### config.mk
export PLATFORM = sky130hd
export DESIGN_NAME = fault_supervisor
export DESIGN_NICKNAME = d
export VERILOG_FILES = /design/src/fault_sup_pkg.sv /design/src/fault_supervisor.sv /design/src/in_sync.sv
export SDC_FILE = /design/constraint.sdc
export NUM_CORES = 1
export LEC_CHECK = 0
export BUFFER_PORTS_ARGS = -buffer_cell sky130_fd_sc_hd__buf_2
export CORE_MARGIN = 3
export CORE_UTILIZATION = 60
export CTS_BUF_LIST = sky130_fd_sc_hd__clkbuf_2 sky130_fd_sc_hd__clkbuf_4 sky130_fd_sc_hd__clkbuf_8
export DETAILED_ROUTE_END_ITERATION = 6
export GPL_TIMING_DRIVEN = 0
export PLACE_DENSITY = 0.86
export SYNTH_ARGS = -nofsm -noshare
export SYNTH_HDL_FRONTEND = slang
export SYNTH_SLANG_ARGS = --single-unit
### constraint.sdc
create_clock -name pclk -period 6.5 [get_ports pclk]
set_input_delay 0 -clock pclk [delete_from_list [all_inputs] [get_ports pclk]]
set_output_delay 0 -clock pclk [all_outputs]
set_load 0.01 [all_outputs]
### src/fault_sup_pkg.sv
package fault_sup_pkg;

  localparam int CLK_PERIOD_NS = 10;

  // timing figures in ns, cycle counts derived from the 10 ns clock
  localparam int T_BLANK_INT_NS = 500;
  localparam int T_MUTE_NS = 3000;
  localparam int T_FLT_RESET_NS = 2000;
  localparam int T_HB_HALF_NS = 5000;
  localparam int T_HB_TIMEOUT_NS = 40000;

  localparam logic [12:0] BLANK_INT_CYC =
    13'((T_BLANK_INT_NS + CLK_PERIOD_NS - 1) / CLK_PERIOD_NS);
  localparam logic [12:0] MUTE_CYC = 13'((T_MUTE_NS + CLK_PERIOD_NS - 1) / CLK_PERIOD_NS);
  localparam logic [12:0] FLT_RESET_CYC =
    13'((T_FLT_RESET_NS + CLK_PERIOD_NS - 1) / CLK_PERIOD_NS);
  localparam logic [11:0] HB_HALF_CYC = 12'(T_HB_HALF_NS / CLK_PERIOD_NS);
  localparam logic [11:0] HB_TIMEOUT_CYC = 12'(T_HB_TIMEOUT_NS / CLK_PERIOD_NS);

  // apb register map
  localparam logic [11:0] CTRL_OFS = 12'h000;
  localparam logic [11:0] STATUS_OFS = 12'h004;
  localparam logic [11:0] EXT_BLANK_RST = 12'h000;
  localparam int CTRL_EXT_BLANK_LSB = 0;
  localparam int CTRL_EXT_BLANK_W = 12;

  // status field positions
  localparam int ST_UV_LOCK_BIT = 0;
  localparam int ST_VCC1_UV_BIT = 1;
  localparam int ST_OV_BIT = 2;
  localparam int ST_FB_FAULT_BIT = 3;
  localparam int ST_SC_BIT = 4;
  localparam int ST_HB_ARMED_BIT = 5;
  localparam int ST_STATE_LSB = 6;
  localparam int ST_GATE_BIT = 9;

  typedef enum logic [2:0] {
    ST_OFF = 3'b000,
    ST_BLANK = 3'b001,
    ST_ON = 3'b010,
    ST_MUTE = 3'b011,
    ST_RSTW = 3'b100
  } drv_state_t;

endpackage

### src/fault_supervisor.sv
// Local design decisions: the register addresses and the APB interface to the registers.
`timescale 1ns/1ns
// Behaviour
// - no fault: both open-drain flags released, pull-ups read high
// - vcc1 or vcc2 under-voltage drives supply flag low only
// - vcc2 over-voltage drives supply flag low only
// - over-voltage stops primary switch drive, resumes when it ends
// - over-voltage leaves gate, clamp, desat and soft shutdown untouched
// - short circuit: soft shutdown active, desat flag low only
// - secondary pulses heartbeat when span ok; missing pulses mean channel fault
// - channel fault forces switch drive and comp low, both flags low
// - channel fault latched until primary power cycle (reset)
// - gate output follows the led input
// - miller clamp on while gate below clamp threshold
// - vcc2 under-voltage forces gate low regardless of led
// - vcc2 above rising threshold clears lockout and resumes automatically
// - desat detection disabled for the whole blanking interval after turn-on
// - blanking equals internal time plus programmed external portion
// - desat trip after blanking: soft shutdown, gate output high impedance
// - during mute led ignored and gate output high impedance
// - on reset condition desat flag and soft shutdown released
// - gate follows led again only after short circuit fault clears
module fault_supervisor
  import fault_sup_pkg::*;
(
  input wire logic pclk,  // 100 MHz clock
  input wire logic presetn,  // async reset, active low (primary power cycle)
  input wire logic ce,  // clock enable, freezes all state when low
  input wire logic psel,  // apb select
  input wire logic penable,  // apb enable
  input wire logic pwrite,  // apb write
  input wire logic [11:0] paddr,  // apb byte address
  input wire logic [31:0] pwdata,  // apb write data
  output logic [31:0] prdata,  // apb read data
  output logic pready,  // apb ready
  output logic pslverr,  // apb error on unmapped address
  input wire logic led_in,  // isolated led input, high when current flows
  input wire logic vcc1_uv_in,  // vcc1 below falling supply_fault_n threshold
  input wire logic vcc2_uv_fall_in,  // vcc2 below falling supply_fault_n threshold
  input wire logic vcc2_uv_rise_in,  // vcc2 above rising supply_fault_n threshold
  input wire logic vcc2_ov_in,  // vcc2 above over-voltage threshold
  input wire logic span_ok_in,  // secondary span above about 6 V
  input wire logic feedback_rx_in,  // heartbeat seen by primary receiver
  input wire logic desat_in,  // collector sense above 9.1 V
  input wire logic gate_below_clamp_in,  // sensed gate below clamp threshold
  input wire logic pwm_in,  // regulator pwm, same clock domain
  output logic supply_fault_n_o,  // supply flag drive value
  output logic supply_fault_n_oe,  // supply flag pulled low when high
  output logic desat_fault_n_o,  // desat flag drive value
  output logic desat_fault_n_oe,  // desat flag pulled low when high
  output logic primary_switch_drive,  // flyback primary switch gate
  output logic comp_pull_low,  // compensation node pulled low
  output logic gate_out,  // main gate output level
  output logic gate_out_oe,  // main gate output enable
  output logic soft_shutdown_out,  // soft shutdown level (sinks)
  output logic soft_shutdown_oe,  // soft shutdown enable
  output logic miller_clamp_out,  // miller clamp pull-down on
  output logic feedback_emitter  // secondary heartbeat emitter
);

  logic [8:0] raw_in;
  logic [8:0] sync_in;
  logic led_s;
  logic vcc1_uv_s;
  logic uv_fall_s;
  logic uv_rise_s;
  logic ov_s;
  logic span_ok_s;
  logic fb_rx_s;
  logic desat_s;
  logic below_clamp_s;

  assign raw_in = {gate_below_clamp_in, desat_in, feedback_rx_in, span_ok_in, vcc2_ov_in,
                   vcc2_uv_rise_in, vcc2_uv_fall_in, vcc1_uv_in, led_in};

  in_sync #(.W(9)) u_sync (
    .pclk(pclk),
    .presetn(presetn),
    .ce(ce),
    .d(raw_in),
    .q(sync_in)
  );

  assign {below_clamp_s, desat_s, fb_rx_s, span_ok_s, ov_s,
          uv_rise_s, uv_fall_s, vcc1_uv_s, led_s} = sync_in;

  // apb slave: zero wait states
  logic [11:0] ext_blank_q;
  logic [31:0] prdata_q;
  logic [31:0] status_w;
  logic addr_ok;
  logic apb_wr;

  assign addr_ok = (paddr == CTRL_OFS) || (paddr == STATUS_OFS);
  assign pready = 1'b1;
  assign pslverr = psel && penable && !addr_ok;
  assign prdata = prdata_q;
  assign apb_wr = psel && penable && pwrite && (paddr == CTRL_OFS);

  always_ff @(posedge pclk or negedge presetn) begin
    if (!presetn) begin
      ext_blank_q <= EXT_BLANK_RST;
    end else if (ce && apb_wr) begin
      ext_blank_q <= pwdata[CTRL_EXT_BLANK_LSB +: CTRL_EXT_BLANK_W];
    end
  end

  always_ff @(posedge pclk or negedge presetn) begin
    if (!presetn) begin
      prdata_q <= 32'h0000_0000;
    end else if (ce && psel && !penable) begin
      if (paddr == CTRL_OFS) begin
        prdata_q <= {20'h00000, ext_blank_q};
      end else if (paddr == STATUS_OFS) begin
        prdata_q <= status_w;
      end else begin
        prdata_q <= 32'h0000_0000;
      end
    end
  end

  // vcc2 under-voltage lockout with hysteresis
  logic uv_lock_q;

  always_ff @(posedge pclk or negedge presetn) begin
    if (!presetn) begin
      uv_lock_q <= 1'b1;
    end else if (ce) begin
      if (uv_fall_s) begin
        uv_lock_q <= 1'b1;
      end else if (uv_rise_s) begin
        uv_lock_q <= 1'b0;
      end
    end
  end

  // secondary heartbeat emitter
  logic [11:0] hb_cnt_q;
  logic hb_q;

  always_ff @(posedge pclk or negedge presetn) begin
    if (!presetn) begin
      hb_cnt_q <= 12'h000;
      hb_q <= 1'b0;
    end else if (ce) begin
      if (!span_ok_s) begin
        hb_cnt_q <= 12'h000;
        hb_q <= 1'b0;
      end else if (hb_cnt_q == HB_HALF_CYC - 12'h001) begin
        hb_cnt_q <= 12'h000;
        hb_q <= !hb_q;
      end else begin
        hb_cnt_q <= hb_cnt_q + 12'h001;
      end
    end
  end

  assign feedback_emitter = hb_q;

  // primary heartbeat watchdog, armed by the first pulse seen
  logic fb_d1_q;
  logic fb_edge;
  logic hb_armed_q;
  logic [11:0] wd_q;
  logic fb_fault_q;

  assign fb_edge = fb_rx_s && !fb_d1_q;

  always_ff @(posedge pclk or negedge presetn) begin
    if (!presetn) begin
      fb_d1_q <= 1'b0;
      hb_armed_q <= 1'b0;
      wd_q <= 12'h000;
    end else if (ce) begin
      fb_d1_q <= fb_rx_s;
      if (fb_edge) begin
        hb_armed_q <= 1'b1;
        wd_q <= 12'h000;
      end else if (hb_armed_q && !fb_fault_q) begin
        wd_q <= wd_q + 12'h001;
      end
    end
  end

  always_ff @(posedge pclk or negedge presetn) begin
    if (!presetn) begin
      fb_fault_q <= 1'b0;
    end else if (ce && hb_armed_q && !fb_edge && wd_q == HB_TIMEOUT_CYC - 12'h001) begin
      fb_fault_q <= 1'b1;
    end
  end

  // short-circuit sequencing
  drv_state_t state_q;
  logic [12:0] cnt_q;
  logic [12:0] blank_total;
  logic sc_active;

  assign blank_total = BLANK_INT_CYC + {1'b0, ext_blank_q};
  assign sc_active = (state_q == ST_MUTE) || (state_q == ST_RSTW);

  always_ff @(posedge pclk or negedge presetn) begin
    if (!presetn) begin
      state_q <= ST_OFF;
      cnt_q <= 13'h0000;
    end else if (ce) begin
      case (state_q)
        ST_OFF: begin
          cnt_q <= 13'h0000;
          if (led_s && !uv_lock_q) begin
            state_q <= ST_BLANK;
          end
        end
        ST_BLANK: begin
          if (!led_s || uv_lock_q) begin
            state_q <= ST_OFF;
          end else if (cnt_q >= blank_total - 13'h0001) begin
            state_q <= ST_ON;
          end else begin
            cnt_q <= cnt_q + 13'h0001;
          end
        end
        ST_ON: begin
          cnt_q <= 13'h0000;
          if (desat_s) begin
            state_q <= ST_MUTE;
          end else if (!led_s || uv_lock_q) begin
            state_q <= ST_OFF;
          end
        end
        ST_MUTE: begin
          if (cnt_q >= MUTE_CYC - 13'h0001) begin
            state_q <= ST_RSTW;
            cnt_q <= 13'h0000;
          end else begin
            cnt_q <= cnt_q + 13'h0001;
          end
        end
        ST_RSTW: begin
          if (led_s) begin
            cnt_q <= 13'h0000;
          end else if (cnt_q >= FLT_RESET_CYC - 13'h0001) begin
            state_q <= ST_OFF;
            cnt_q <= 13'h0000;
          end else begin
            cnt_q <= cnt_q + 13'h0001;
          end
        end
        default: begin
          state_q <= ST_OFF;
          cnt_q <= 13'h0000;
        end
      endcase
    end
  end

  // gate, clamp and soft shutdown; over-voltage deliberately not used here
  logic gate_q;
  logic clamp_q;

  always_ff @(posedge pclk or negedge presetn) begin
    if (!presetn) begin
      gate_q <= 1'b0;
    end else if (ce) begin
      gate_q <= led_s && !uv_lock_q && !sc_active;
    end
  end

  always_ff @(posedge pclk or negedge presetn) begin
    if (!presetn) begin
      clamp_q <= 1'b0;
    end else if (ce) begin
      clamp_q <= below_clamp_s;
    end
  end

  assign gate_out = gate_q;
  assign gate_out_oe = !sc_active;
  assign soft_shutdown_out = 1'b0;
  assign soft_shutdown_oe = sc_active;
  assign miller_clamp_out = clamp_q;

  // primary switch drive and compensation
  logic psd_q;
  logic comp_low_q;

  always_ff @(posedge pclk or negedge presetn) begin
    if (!presetn) begin
      psd_q <= 1'b0;
      comp_low_q <= 1'b0;
    end else if (ce) begin
      psd_q <= pwm_in && !ov_s && !fb_fault_q;
      comp_low_q <= fb_fault_q;
    end
  end

  assign primary_switch_drive = psd_q;
  assign comp_pull_low = comp_low_q;

  // status flags, open drain
  logic sup_flag_q;
  logic desat_flag_q;

  always_ff @(posedge pclk or negedge presetn) begin
    if (!presetn) begin
      sup_flag_q <= 1'b0;
      desat_flag_q <= 1'b0;
    end else if (ce) begin
      sup_flag_q <= vcc1_uv_s || uv_lock_q || ov_s || fb_fault_q;
      desat_flag_q <= sc_active || fb_fault_q;
    end
  end

  assign supply_fault_n_o = 1'b0;
  assign desat_fault_n_o = 1'b0;
  assign supply_fault_n_oe = sup_flag_q;
  assign desat_fault_n_oe = desat_flag_q;

  always_comb begin
    status_w = 32'h0000_0000;
    status_w[ST_UV_LOCK_BIT] = uv_lock_q;
    status_w[ST_VCC1_UV_BIT] = vcc1_uv_s;
    status_w[ST_OV_BIT] = ov_s;
    status_w[ST_FB_FAULT_BIT] = fb_fault_q;
    status_w[ST_SC_BIT] = sc_active;
    status_w[ST_HB_ARMED_BIT] = hb_armed_q;
    status_w[ST_STATE_LSB +: 3] = state_q;
    status_w[ST_GATE_BIT] = gate_q;
  end
endmodule

### src/in_sync.sv
`timescale 1ns/1ns
module in_sync #(
  parameter int W = 1
) (
  input wire logic pclk,  // clock
  input wire logic presetn,  // async reset, active low
  input wire logic ce,  // clock enable
  input wire logic [W-1:0] d,  // asynchronous inputs
  output logic [W-1:0] q  // synchronised outputs
);
  logic [W-1:0] meta_q;

  for (genvar i = 0; i < W; i++) begin : g_bit
    always_ff @(posedge pclk or negedge presetn) begin
      if (!presetn) begin
        meta_q[i] <= 1'b0;
        q[i] <= 1'b0;
      end else if (ce) begin
        meta_q[i] <= d[i];
        q[i] <= meta_q[i];
      end
    end
  end
endmodule

# Word level (Yosys, flattened, before mapping)

Cells that the tools add are included.

Register bits after elaboration: 113
Bits of input ports: 60
Output and inout port bits: 46
Word-level logic and storage cells: 127

$add $sub $neg: 5
Order comparisons: 3
Eq/ne operators: 16
Mux-type cells: 25
Reductions and logical operators: 43

Operators with widths:

| operator                                                                             | count |
|---|---|
| 13-bit two-way mux                                                                   | 5 |
| 12-bit two-way mux                                                                   | 4 |
| 13-bit one-hot mux with 3 select lines                                               | 1 |
| 32-bit two-way mux                                                                   | 1 |
| 12-bit by 1-bit adder with 12-bit output, second input constant                      | 2 |
| 3-bit two-way mux                                                                    | 8 |
| 1-bit logical AND                                                                    | 16 |
| 3-bit one-hot mux with 5 select lines                                                | 1 |
| 13-bit by 1-bit adder with 13-bit output, second input constant                      | 1 |
| 6-bit by 12-bit adder with 13-bit output, first input constant                       | 1 |
| 13-bit greater-or-equal comparator                                                   | 1 |
| 13-bit by 8-bit greater-or-equal comparator with 1-bit output, second input constant | 1 |
| 13-bit by 9-bit greater-or-equal comparator with 1-bit output, second input constant | 1 |
| 13-bit by 1-bit subtractor with 13-bit output, second input constant                 | 1 |
| 12-bit equality test, second input constant                                          | 1 |
| 12-bit by 3-bit equality test with 1-bit output, second input constant               | 1 |
| 12-bit by 9-bit equality test with 1-bit output, second input constant               | 1 |
| 12-bit logical NOT                                                                   | 1 |
| 1-bit logical NOT                                                                    | 10 |
| 10-bit two-way mux                                                                   | 1 |
| 2-bit != test, second input constant                                                 | 5 |
| 2-bit AND reduction                                                                  | 4 |
| 1-bit logical OR                                                                     | 7 |
| 7-bit AND reduction                                                                  | 1 |
| 10 further kinds                                                                     | 16 |

# Longest topological paths before layout

Gate-level depths: netlist (run 1).

Depth in word-level cells: 6
Depth in mapped cells: 13
Mapped depth without buffers: 13

# By module

A second synthesis (run 1) with hierarchy kept.

Cell total of the unflattened synthesis: 509
Area, all modules: 5191.2 um^2

By module, submodules not included:

| module           | times used | cells an instance | area each (um^2) | seq. area each (um^2) |
|---|---|---|---|---|
| fault_supervisor | 1          | 471               | 4469.3           | 1878.1 |
| in_sync          | 1          | 38                | 721.9            | 450.4 |

# Worst setup path before layout (run 1)

No wires, ideal clock.

Path type: register to register
From: register ext_blank_q[0]
To: register cnt_q[2]
Setup time: 0.121 ns
Arrival: 2.892 ns
Setup slack: 3.487 ns
Cell stages (with the launch flop): 14
Clock period less this slack: 3.013 ns
Path through: dfrtp_1 > ha_1 > nand3_1 > nor3b_1 > nor2_1 > nand3_1 > xor2_1 > ha_1 > a211oi_1 > o211ai_2 > a211oi_4 > o31a_2 > o21ai_0 > a22o_1

Longest elaborated chain between the ends: 5

RTL lines:

| item                                          | line                    | RTL |
|---|---|---|
| start, declared                               | fault_supervisor.sv:88  | `logic [11:0] ext_blank_q;` |
| start signal, assigned                        | fault_supervisor.sv:104 | `ext_blank_q <= pwdata[CTRL_EXT_BLANK_LSB +: CTRL_EXT_BLANK_W];` |
| 6-bit by 12-bit adder with 13-bit output      | fault_supervisor.sv:199 | `assign blank_total = BLANK_INT_CYC + {1'b0, ext_blank_q};` |
| 13-bit by 1-bit subtractor with 13-bit output | fault_supervisor.sv:217 | `end else if (cnt_q >= blank_total - 13'h0001) begin` |
| 13-bit greater-or-equal comparator            | fault_supervisor.sv:217 |  |
| 2-bit != test (no source line)                | -                       |  |
| 3-bit AND reduction (no source line)          | -                       |  |
| end signal, assigned                          | fault_supervisor.sv:220 | `cnt_q <= cnt_q + 13'h0001;` |
| end signal, assigned                          | fault_supervisor.sv:236 | `cnt_q <= cnt_q + 13'h0001;` |
| end signal, assigned                          | fault_supervisor.sv:246 | `cnt_q <= cnt_q + 13'h0001;` |
| end, declared                                 | fault_supervisor.sv:195 | `logic [12:0] cnt_q;` |

No other way between the ends.
A chain may end at the register's enable or synchronous reset.

# Final worst setup path (run 1)

From: register ext_blank_q[0]
To: register cnt_q[4]

Same word-level chain as after synthesis.

==> reports/metrics.cfg, run 1 <==
[clock_network]
cts_tree=built
clkSinkCount=93
path_clk_slew_ns=0.10
cts_resized=0
htree_levels=3
cts_hold_buf=23
ctsLongestPathBuffers=2
post_cts_buffers=0
numCtsBuffers=9
clk_latency_ns=0.36
cts-root-buf=clkbuf_8

[sta]
rsz0062_at_grt=false
finalClockSkew_ns=0.0152
max_freq_mhz=283
setup_viol=0
slew_violations=0
hold_slack_ns=0.0870
hold_viol_final=0
period_share_pct=54.3
slew_headroom_pct=58.2
tightest_slew_ns=0.628
period_needed_ns=3.53
fin_setup_tns_ns=0

[floorplan]
fp.dieArea_um2=9610
ios=106
die_height_um=98.0
fp.dieW_um=98.0
initial_core_util_pct=63.8
rows=32
core-area_um2=7970

[logic_synthesis]
synth_edf_count=0
synth.cell_area_um2=5080
synth_cells=479
synth_area_leader_cell=dfrtp_1
synthArstFlopShare_pct=100
synth_warnings=0
syn_area_per_cell_um2=10.6
yosysSeqAreaShare_pct=45.8
ys_types=65
synth_top_area_share_pct=45.3
synth_seq_cells=93
ys.flop_type=dfrtp_1
ys_top_cells_by_area=dfrtp_1, mux2_2, ha_1

[critical_path]
arrival_ns=3.78
critPathMaxFanout=7
crit_path_start_kind=flip-flop
cp_data_required_time_ns=6.74
cpPeakStageDelay_ns=0.46
end_kind=flip-flop
critical-path-top-delay-family=compound AO/OA/AOI/OAI gates
critPathKind=reg2reg
critPathSlowestCell=dfrtp_1
cp_num_buf_inv=0
worstPathCellList=ha_1 > nand3_1 > nor3b_1 > nor2_1 > nand3_1 > xor2_1 > ha_1 > a211oi_1 > o211ai_2 > a211oi_4 > o31a_2 > o21ai_0 > a22o_1

[global_route]
grt_pass1_vias=4103
grt_usage_pct=25.4
grt_pass1_wl_mm=20.0
antenna_found_initial=0
grt_overflow=0
grt_max_degree=72

[status]
status=completed

[finish]
nNetsFinal=673
n_antenna_cell=0
drive_gt1_share_pct=27.0
synthToLayoutAreaGrowth_pct=19.1
nFillCells=500
multiInputGateArea_um2=2560
register_area_um2=2330

[placed_design]
gp_congestion=0.850
portBuffers=60
hpwl_mm=8.32

[routing]
wirelength_mm=11.9
vias=4098
antenna_left=0
wl_per_cell_um=16.9
drt-initial-drc-count=244
routed_via_density=5.83
drt-pass1-iter-count=5
drc=0

[job]
drv_cap=0

[pwr]
p_per_area_nw_per_um2=273
max-vdd-ir-drop_mv=0.164
p_leak_nw=2.87

[worst_hold_path]
hold_class=in2async

==> flip-flops by register name, summed over array words and instances, names as in the netlist, 3 cells and up <==
signal / cells
cnt_q: 13
ext_blank_q: 12
hb_cnt_q: 12
prdata: 12
wd_q: 12
u_sync.meta_q: 9
u_sync.q: 9
state_q: 3
==> metal layers <==
metal,vias to the layer above,track usage (%),part of all wire [%]
met1,1994,33.0,41
li1,1904,-,-
met4,0,8.09,2.1
met3,29,4.79,6.4
met5,-,0,0
met2,171,43.0,50
==> final cells by class <==
cell class	count	share of cell area [%]
clock buffers	10	2.17
plain buffers	38	4.03
clock inverters	6	1.18
repair buffers	84	9.25
multi-input cells	361	42.3
well taps	102	2.11
flip-flops and latches	93	38.4
inverters	9	0.558
==> logic make-up after synthesis <==
group	count (synthesis)	synth area share (%)
simple gates	168	16.3
flops	93	45.8
compound gates	81	13.9
buf+inv	47	5.46
mux	44	9.50
xor+xnor	27	4.65
fa+ha+maj	17	4.18
other cells	2	0.148
==> synth_stat cells (10+ instances only) <==
master / count
nor2_1: 37
nand3_1: 27
xor2_1: 17
mux2i_1: 10
buf_4: 24
dfrtp_1: 92
o31ai_1: 13
mux2_2: 34
xnor2_1: 10
nand2_1: 46
o21ai_0: 21
ha_1: 17
==> worst register-to-register path: cells and delay by family (launching register included) <==
family                     cells  cell delay, ns
xor gates and xnor gates       1            0.24
and+or+nand+nor                4            0.70
DFF                            1            0.46
AOI/OAI and AO/OA              6            1.45
adders and majority gates      2            0.57
==> report_power, final <==
part	switching, W	internal, W	leakage (nW)	total, W
registers	0.0000974	0.000649	1.21	0.000746
logic	0.000284	0.000223	1.56	0.000507
clock network	0.000215	0.000187	0.103	0.000402
total	0.000596	0.00106	2.87	0.00165
==> worst paths after layout <==
check	startpoint	to	slack, ns	cells after the start
worst max-delay path	ext_blank_q[0]	cnt_q[4]	2.97	13
worst min-delay path	presetn	cnt_q[9]	0.09	2
worst min register to register	prdata[9]	prdata[9]	0.51	2
worst max register to register	ext_blank_q[0]	cnt_q[4]	2.97	13
max in group asynchronous	presetn	uv_lock_q	5.75	3
min in group pclk	psel	prdata[1]	0.10	3
==> stage by stage <==
step                      worst slack [ns]  area (µm²)  std cells  util, %  power [W]
after detailed placement              3.04        5620        664     70.6    0.00124
after floorplan                       3.49        5170        501        -    0.00109
after global routing                  2.69        6060        703     76.0    0.00175
final                                 2.97        6060        703     76.0    0.00165
after CTS                             3.02        6060        703     76.0    0.00165
after global placement                3.20        5590        663     70.2    0.00120
==> cell usage in the layout (no fill, tap or decap), types with 5 or more instances in the layout <==
cell and instances:
mux2i_1 10, o31ai_1 13, xnor2_1 10, buf_2 62
ha_1 17, nor4_1 5, a21oi_1 7, nand2b_1 5
nor2b_1 5, nor3_1 9, dlygate4sd3_1 23, clkbuf_1 6
and3_1 7, conb_1 24, xor2_1 17, nand2_1 46
a21o_1 5, mux2_2 34, nand3_1 27, inv_1 9
nand4_1 7, a22o_1 9, o21ai_0 21, clkbuf_8 9
buf_4 25, nor2_1 37, dfrtp_1 92
Note: power is estimated with default switching activity, not from simulation.
==> inputs of run 2 (changes only) <==
--- a/config.mk
+++ b/config.mk
@@ -5,13 +5,14 @@
 export SDC_FILE = /design/constraint.sdc
 export NUM_CORES = 1
 export LEC_CHECK = 0
+export ABC_AREA = 1
 export BUFFER_PORTS_ARGS = -buffer_cell sky130_fd_sc_hd__buf_2
 export CORE_MARGIN = 3
-export CORE_UTILIZATION = 60
+export CORE_UTILIZATION = 58
 export CTS_BUF_LIST = sky130_fd_sc_hd__clkbuf_2 sky130_fd_sc_hd__clkbuf_4 sky130_fd_sc_hd__clkbuf_8
 export DETAILED_ROUTE_END_ITERATION = 6
 export GPL_TIMING_DRIVEN = 0
-export PLACE_DENSITY = 0.86
+export PLACE_DENSITY = 0.83
 export SYNTH_ARGS = -nofsm -noshare
 export SYNTH_HDL_FRONTEND = slang
 export SYNTH_SLANG_ARGS = --single-unit
==> constraint.sdc (replaced) <==
create_clock -name pclk -period 3.53 [get_ports pclk]
set_input_delay 0 -clock pclk [delete_from_list [all_inputs] [get_ports pclk]]
set_output_delay 0 -clock pclk [all_outputs]
set_load 0.01 [all_outputs]
==> reports/metrics.cfg, run 2 <==
[status]
status=completed

[routing]
vias=5495  ; +34%
drt-pass1-iter-count=6  ; +1
antenna_left=0  ; unchanged
drt-initial-drc-count=391  ; +60%
wl_per_cell_um=14.1  ; -17%
wirelength_mm=14.4  ; +21%
routed_via_density=5.40  ; -7.3%
drc=0  ; unchanged

[logic_synthesis]
synth_warnings=0  ; unchanged
synth_edf_count=0  ; unchanged
synthMostInstantiatedCell=nand2_1
synth_cells=759  ; +58%
yosysSeqAreaShare_pct=42.0  ; -3.8 points
synth.cell_area_um2=5540  ; +9.1%
synthArstFlopShare_pct=100  ; unchanged
ys_types=35  ; -46%
syn_area_per_cell_um2=7.30  ; -31%
ys.flop_type=dfrtp_1
synth_seq_cells=93  ; unchanged
synth_area_leader_cell=dfrtp_1
synth_commonest_cells=nand2_1, dfrtp_1, nor2_1
synth_top_area_share_pct=41.5  ; -3.8 points
ys_top_cells_by_area=dfrtp_1, nand2_1, nand3_1

[global_route]
grt_overflow=0  ; unchanged
antenna_found_initial=0  ; unchanged
grt_max_degree=48  ; -33%
grt_usage_pct=26.9  ; +1.5 points
grt_pass1_wl_mm=24.0  ; +20%
grt_pass1_vias=5212  ; +27%

[critical_path]
cp.depth=17  ; +4
crit_top_cell=nand2_1
worstPathCellList=ha_1 > nand3_1 > nand2_1 > nand2_1 > nor2_1 > xor2_1 > ha_1 > nand2_1 > inv_1 > o21bai_1 > nand2_1 > a21oi_1 > nand4_1 > nand2_1 > buf_2 > nand2_1 > nand2_1
end_kind=flip-flop
critPathKind=reg2reg
critical-path-top-delay-family=simple AND/OR/NAND/NOR gates
cpPeakStageDelay_ns=0.40  ; -0.06 ns
critPathMaxFanout=10  ; +3
arrival_ns=3.26  ; -0.52 ns
crit_path_start_kind=flip-flop
cp_data_required_time_ns=3.84  ; -2.90 ns
reg2reg_depth=17  ; +4
cp_num_buf_inv=2  ; +2
critPathSlowestCell=dfrtp_1

[sta]
tightest_slew_ns=0.639  ; +0.0112 ns
fin_setup_tns_ns=0  ; unchanged
slew_headroom_pct=57.4  ; -0.75 points
slew_violations=0  ; unchanged
period_needed_ns=2.95  ; -0.584 ns
finalClockSkew_ns=0.0119  ; -0.00326 ns
hold_viol_final=0  ; unchanged
setup_viol=0  ; unchanged
max_freq_mhz=339  ; +20%
period_share_pct=83.5  ; +29 points
hold_slack_ns=0.0843  ; -0.00267 ns
rsz0062_at_grt=false

[finish]
final_cell_area_um2=6600  ; +8.9%
top_register=cnt_q
n_antenna_cell=0  ; unchanged
nNetsFinal=960  ; +43%
largest_reg_flops=13  ; unchanged
drive_gt1_share_pct=13.5  ; -13 points
final_common_cell=nand2_1
synthToLayoutAreaGrowth_pct=19.0
layout_common_cells=nand2_1, dfrtp_1, nor2_1

[floorplan]
die_height_um=104  ; +5.8%
core-area_um2=9280  ; +17%
ios=106  ; unchanged
fp.dieW_um=104  ; +5.8%
fp.dieArea_um2=10800  ; +12%
rows=35  ; +9.4%
initial_core_util_pct=59.7  ; -4.1 points

[pwr]
p_leak_nw=3.55  ; +23%
p_per_area_nw_per_um2=379  ; +39%
power.total_w=0.00250  ; +51%
max-vdd-ir-drop_mv=0.268  ; +64%

[clock_network]
ctsLongestPathBuffers=2  ; unchanged
cts_resized=0  ; unchanged
cts_tree=built
htree_levels=3  ; unchanged
cts-root-buf=clkbuf_8
clkSinkCount=93  ; unchanged
numCtsBuffers=9  ; unchanged
path_clk_slew_ns=0.11  ; about the same
clk_latency_ns=0.37  ; about the same

[placed_design]
portBuffers=61  ; +1.7%
placed_cell_area_um2=6120  ; +8.9%
hpwl_mm=10.3  ; +24%
gp_congestion=0.906  ; +6.6%

[worst_hold_path]
holdPathStages=3
hold_class=in2reg

[job]
drv_cap=0  ; unchanged

-- run 2: final cells by class --
type | count | area, µm²
Inverter | 88 | 330
Timing Repair Buffer | 91 | 626
Fill cell | 736 | 2690
Buffer | 42 | 255
Multi-Input combinational cell | 558 | 2710
Clock inverter | 7 | 57.6
Sequential cell | 93 | 2330
Clock buffer | 9 | 124
Tap cell | 129 | 161
-- run 2: per-layer routing --
layer	track usage, %	vias up	routed length (µm)
met5	0	-	0
met2	46.2	203	7130
met4	8.55	0	259
met3	5.42	28	865
met1	34.3	2605	6100
li1	-	2659	-
-- run 2: logic make-up (layout without fill, tap and decap cells) --
family / Yosys count / count (layout) / synth area share, %
AOI/OAI and AO/OA: 76 / 76 / 7.79
xor gates and xnor gates: 21 / 21 / 3.32
adders and majority gates: 17 / 17 / 3.84
buffers and inverters: 130 / 237 / 10.6
DFF: 93 / 93 / 42.0
other: 2 / 24 / 0.135
and+or+nand+nor: 420 / 420 / 32.4
-- run 2: report_power, final --
part           switching, W  leakage (nW)  internal, W
Sequential        0.0000685          1.17      0.00114
Clock              0.000425        0.0938     0.000269
Combinational      0.000404          2.29     0.000197
Total              0.000898          3.55      0.00160
-- run 2: worst paths after layout --
check | start | slack (ns) | to
worst min-delay path | ce | 0.08 | hb_armed_q
min in group asynchronous | presetn | 0.20 | cnt_q[12]
max in group asynchronous | presetn | 2.61 | uv_lock_q
worst max-delay path | ext_blank_q[1] | 0.58 | cnt_q[6]
worst max register to register | ext_blank_q[1] | 0.58 | cnt_q[6]
worst min register to register | u_sync.meta_q[6] | 0.48 | u_sync.meta_q[6]
-- run 2: tightest hold or removal path, stage by stage --
cell and delay [ns]:
buf_2 0.16, nand3_2 0.18, nand2_1 0.08
-- run 2: what timing repair did --
action / 4_1_cts / 5_1_grt
hold endpoints to repair: 72 / 0
hold buffers: 29 / 0
buffers inserted: 0 / 0
-- run 2: per-stage QoR --
step | setup slack (ns) | instances | util [%]
2_1_floorplan | 1.12 | 781 | -
3_3_place_gp | 0.774 | 971 | 65.6
3_5_place_dp | 0.628 | 972 | 66.0
4_1_cts | 0.582 | 1017 | 71.0
5_1_grt | 0.324 | 1017 | 71.0
6_report | 0.582 | 1017 | 71.0
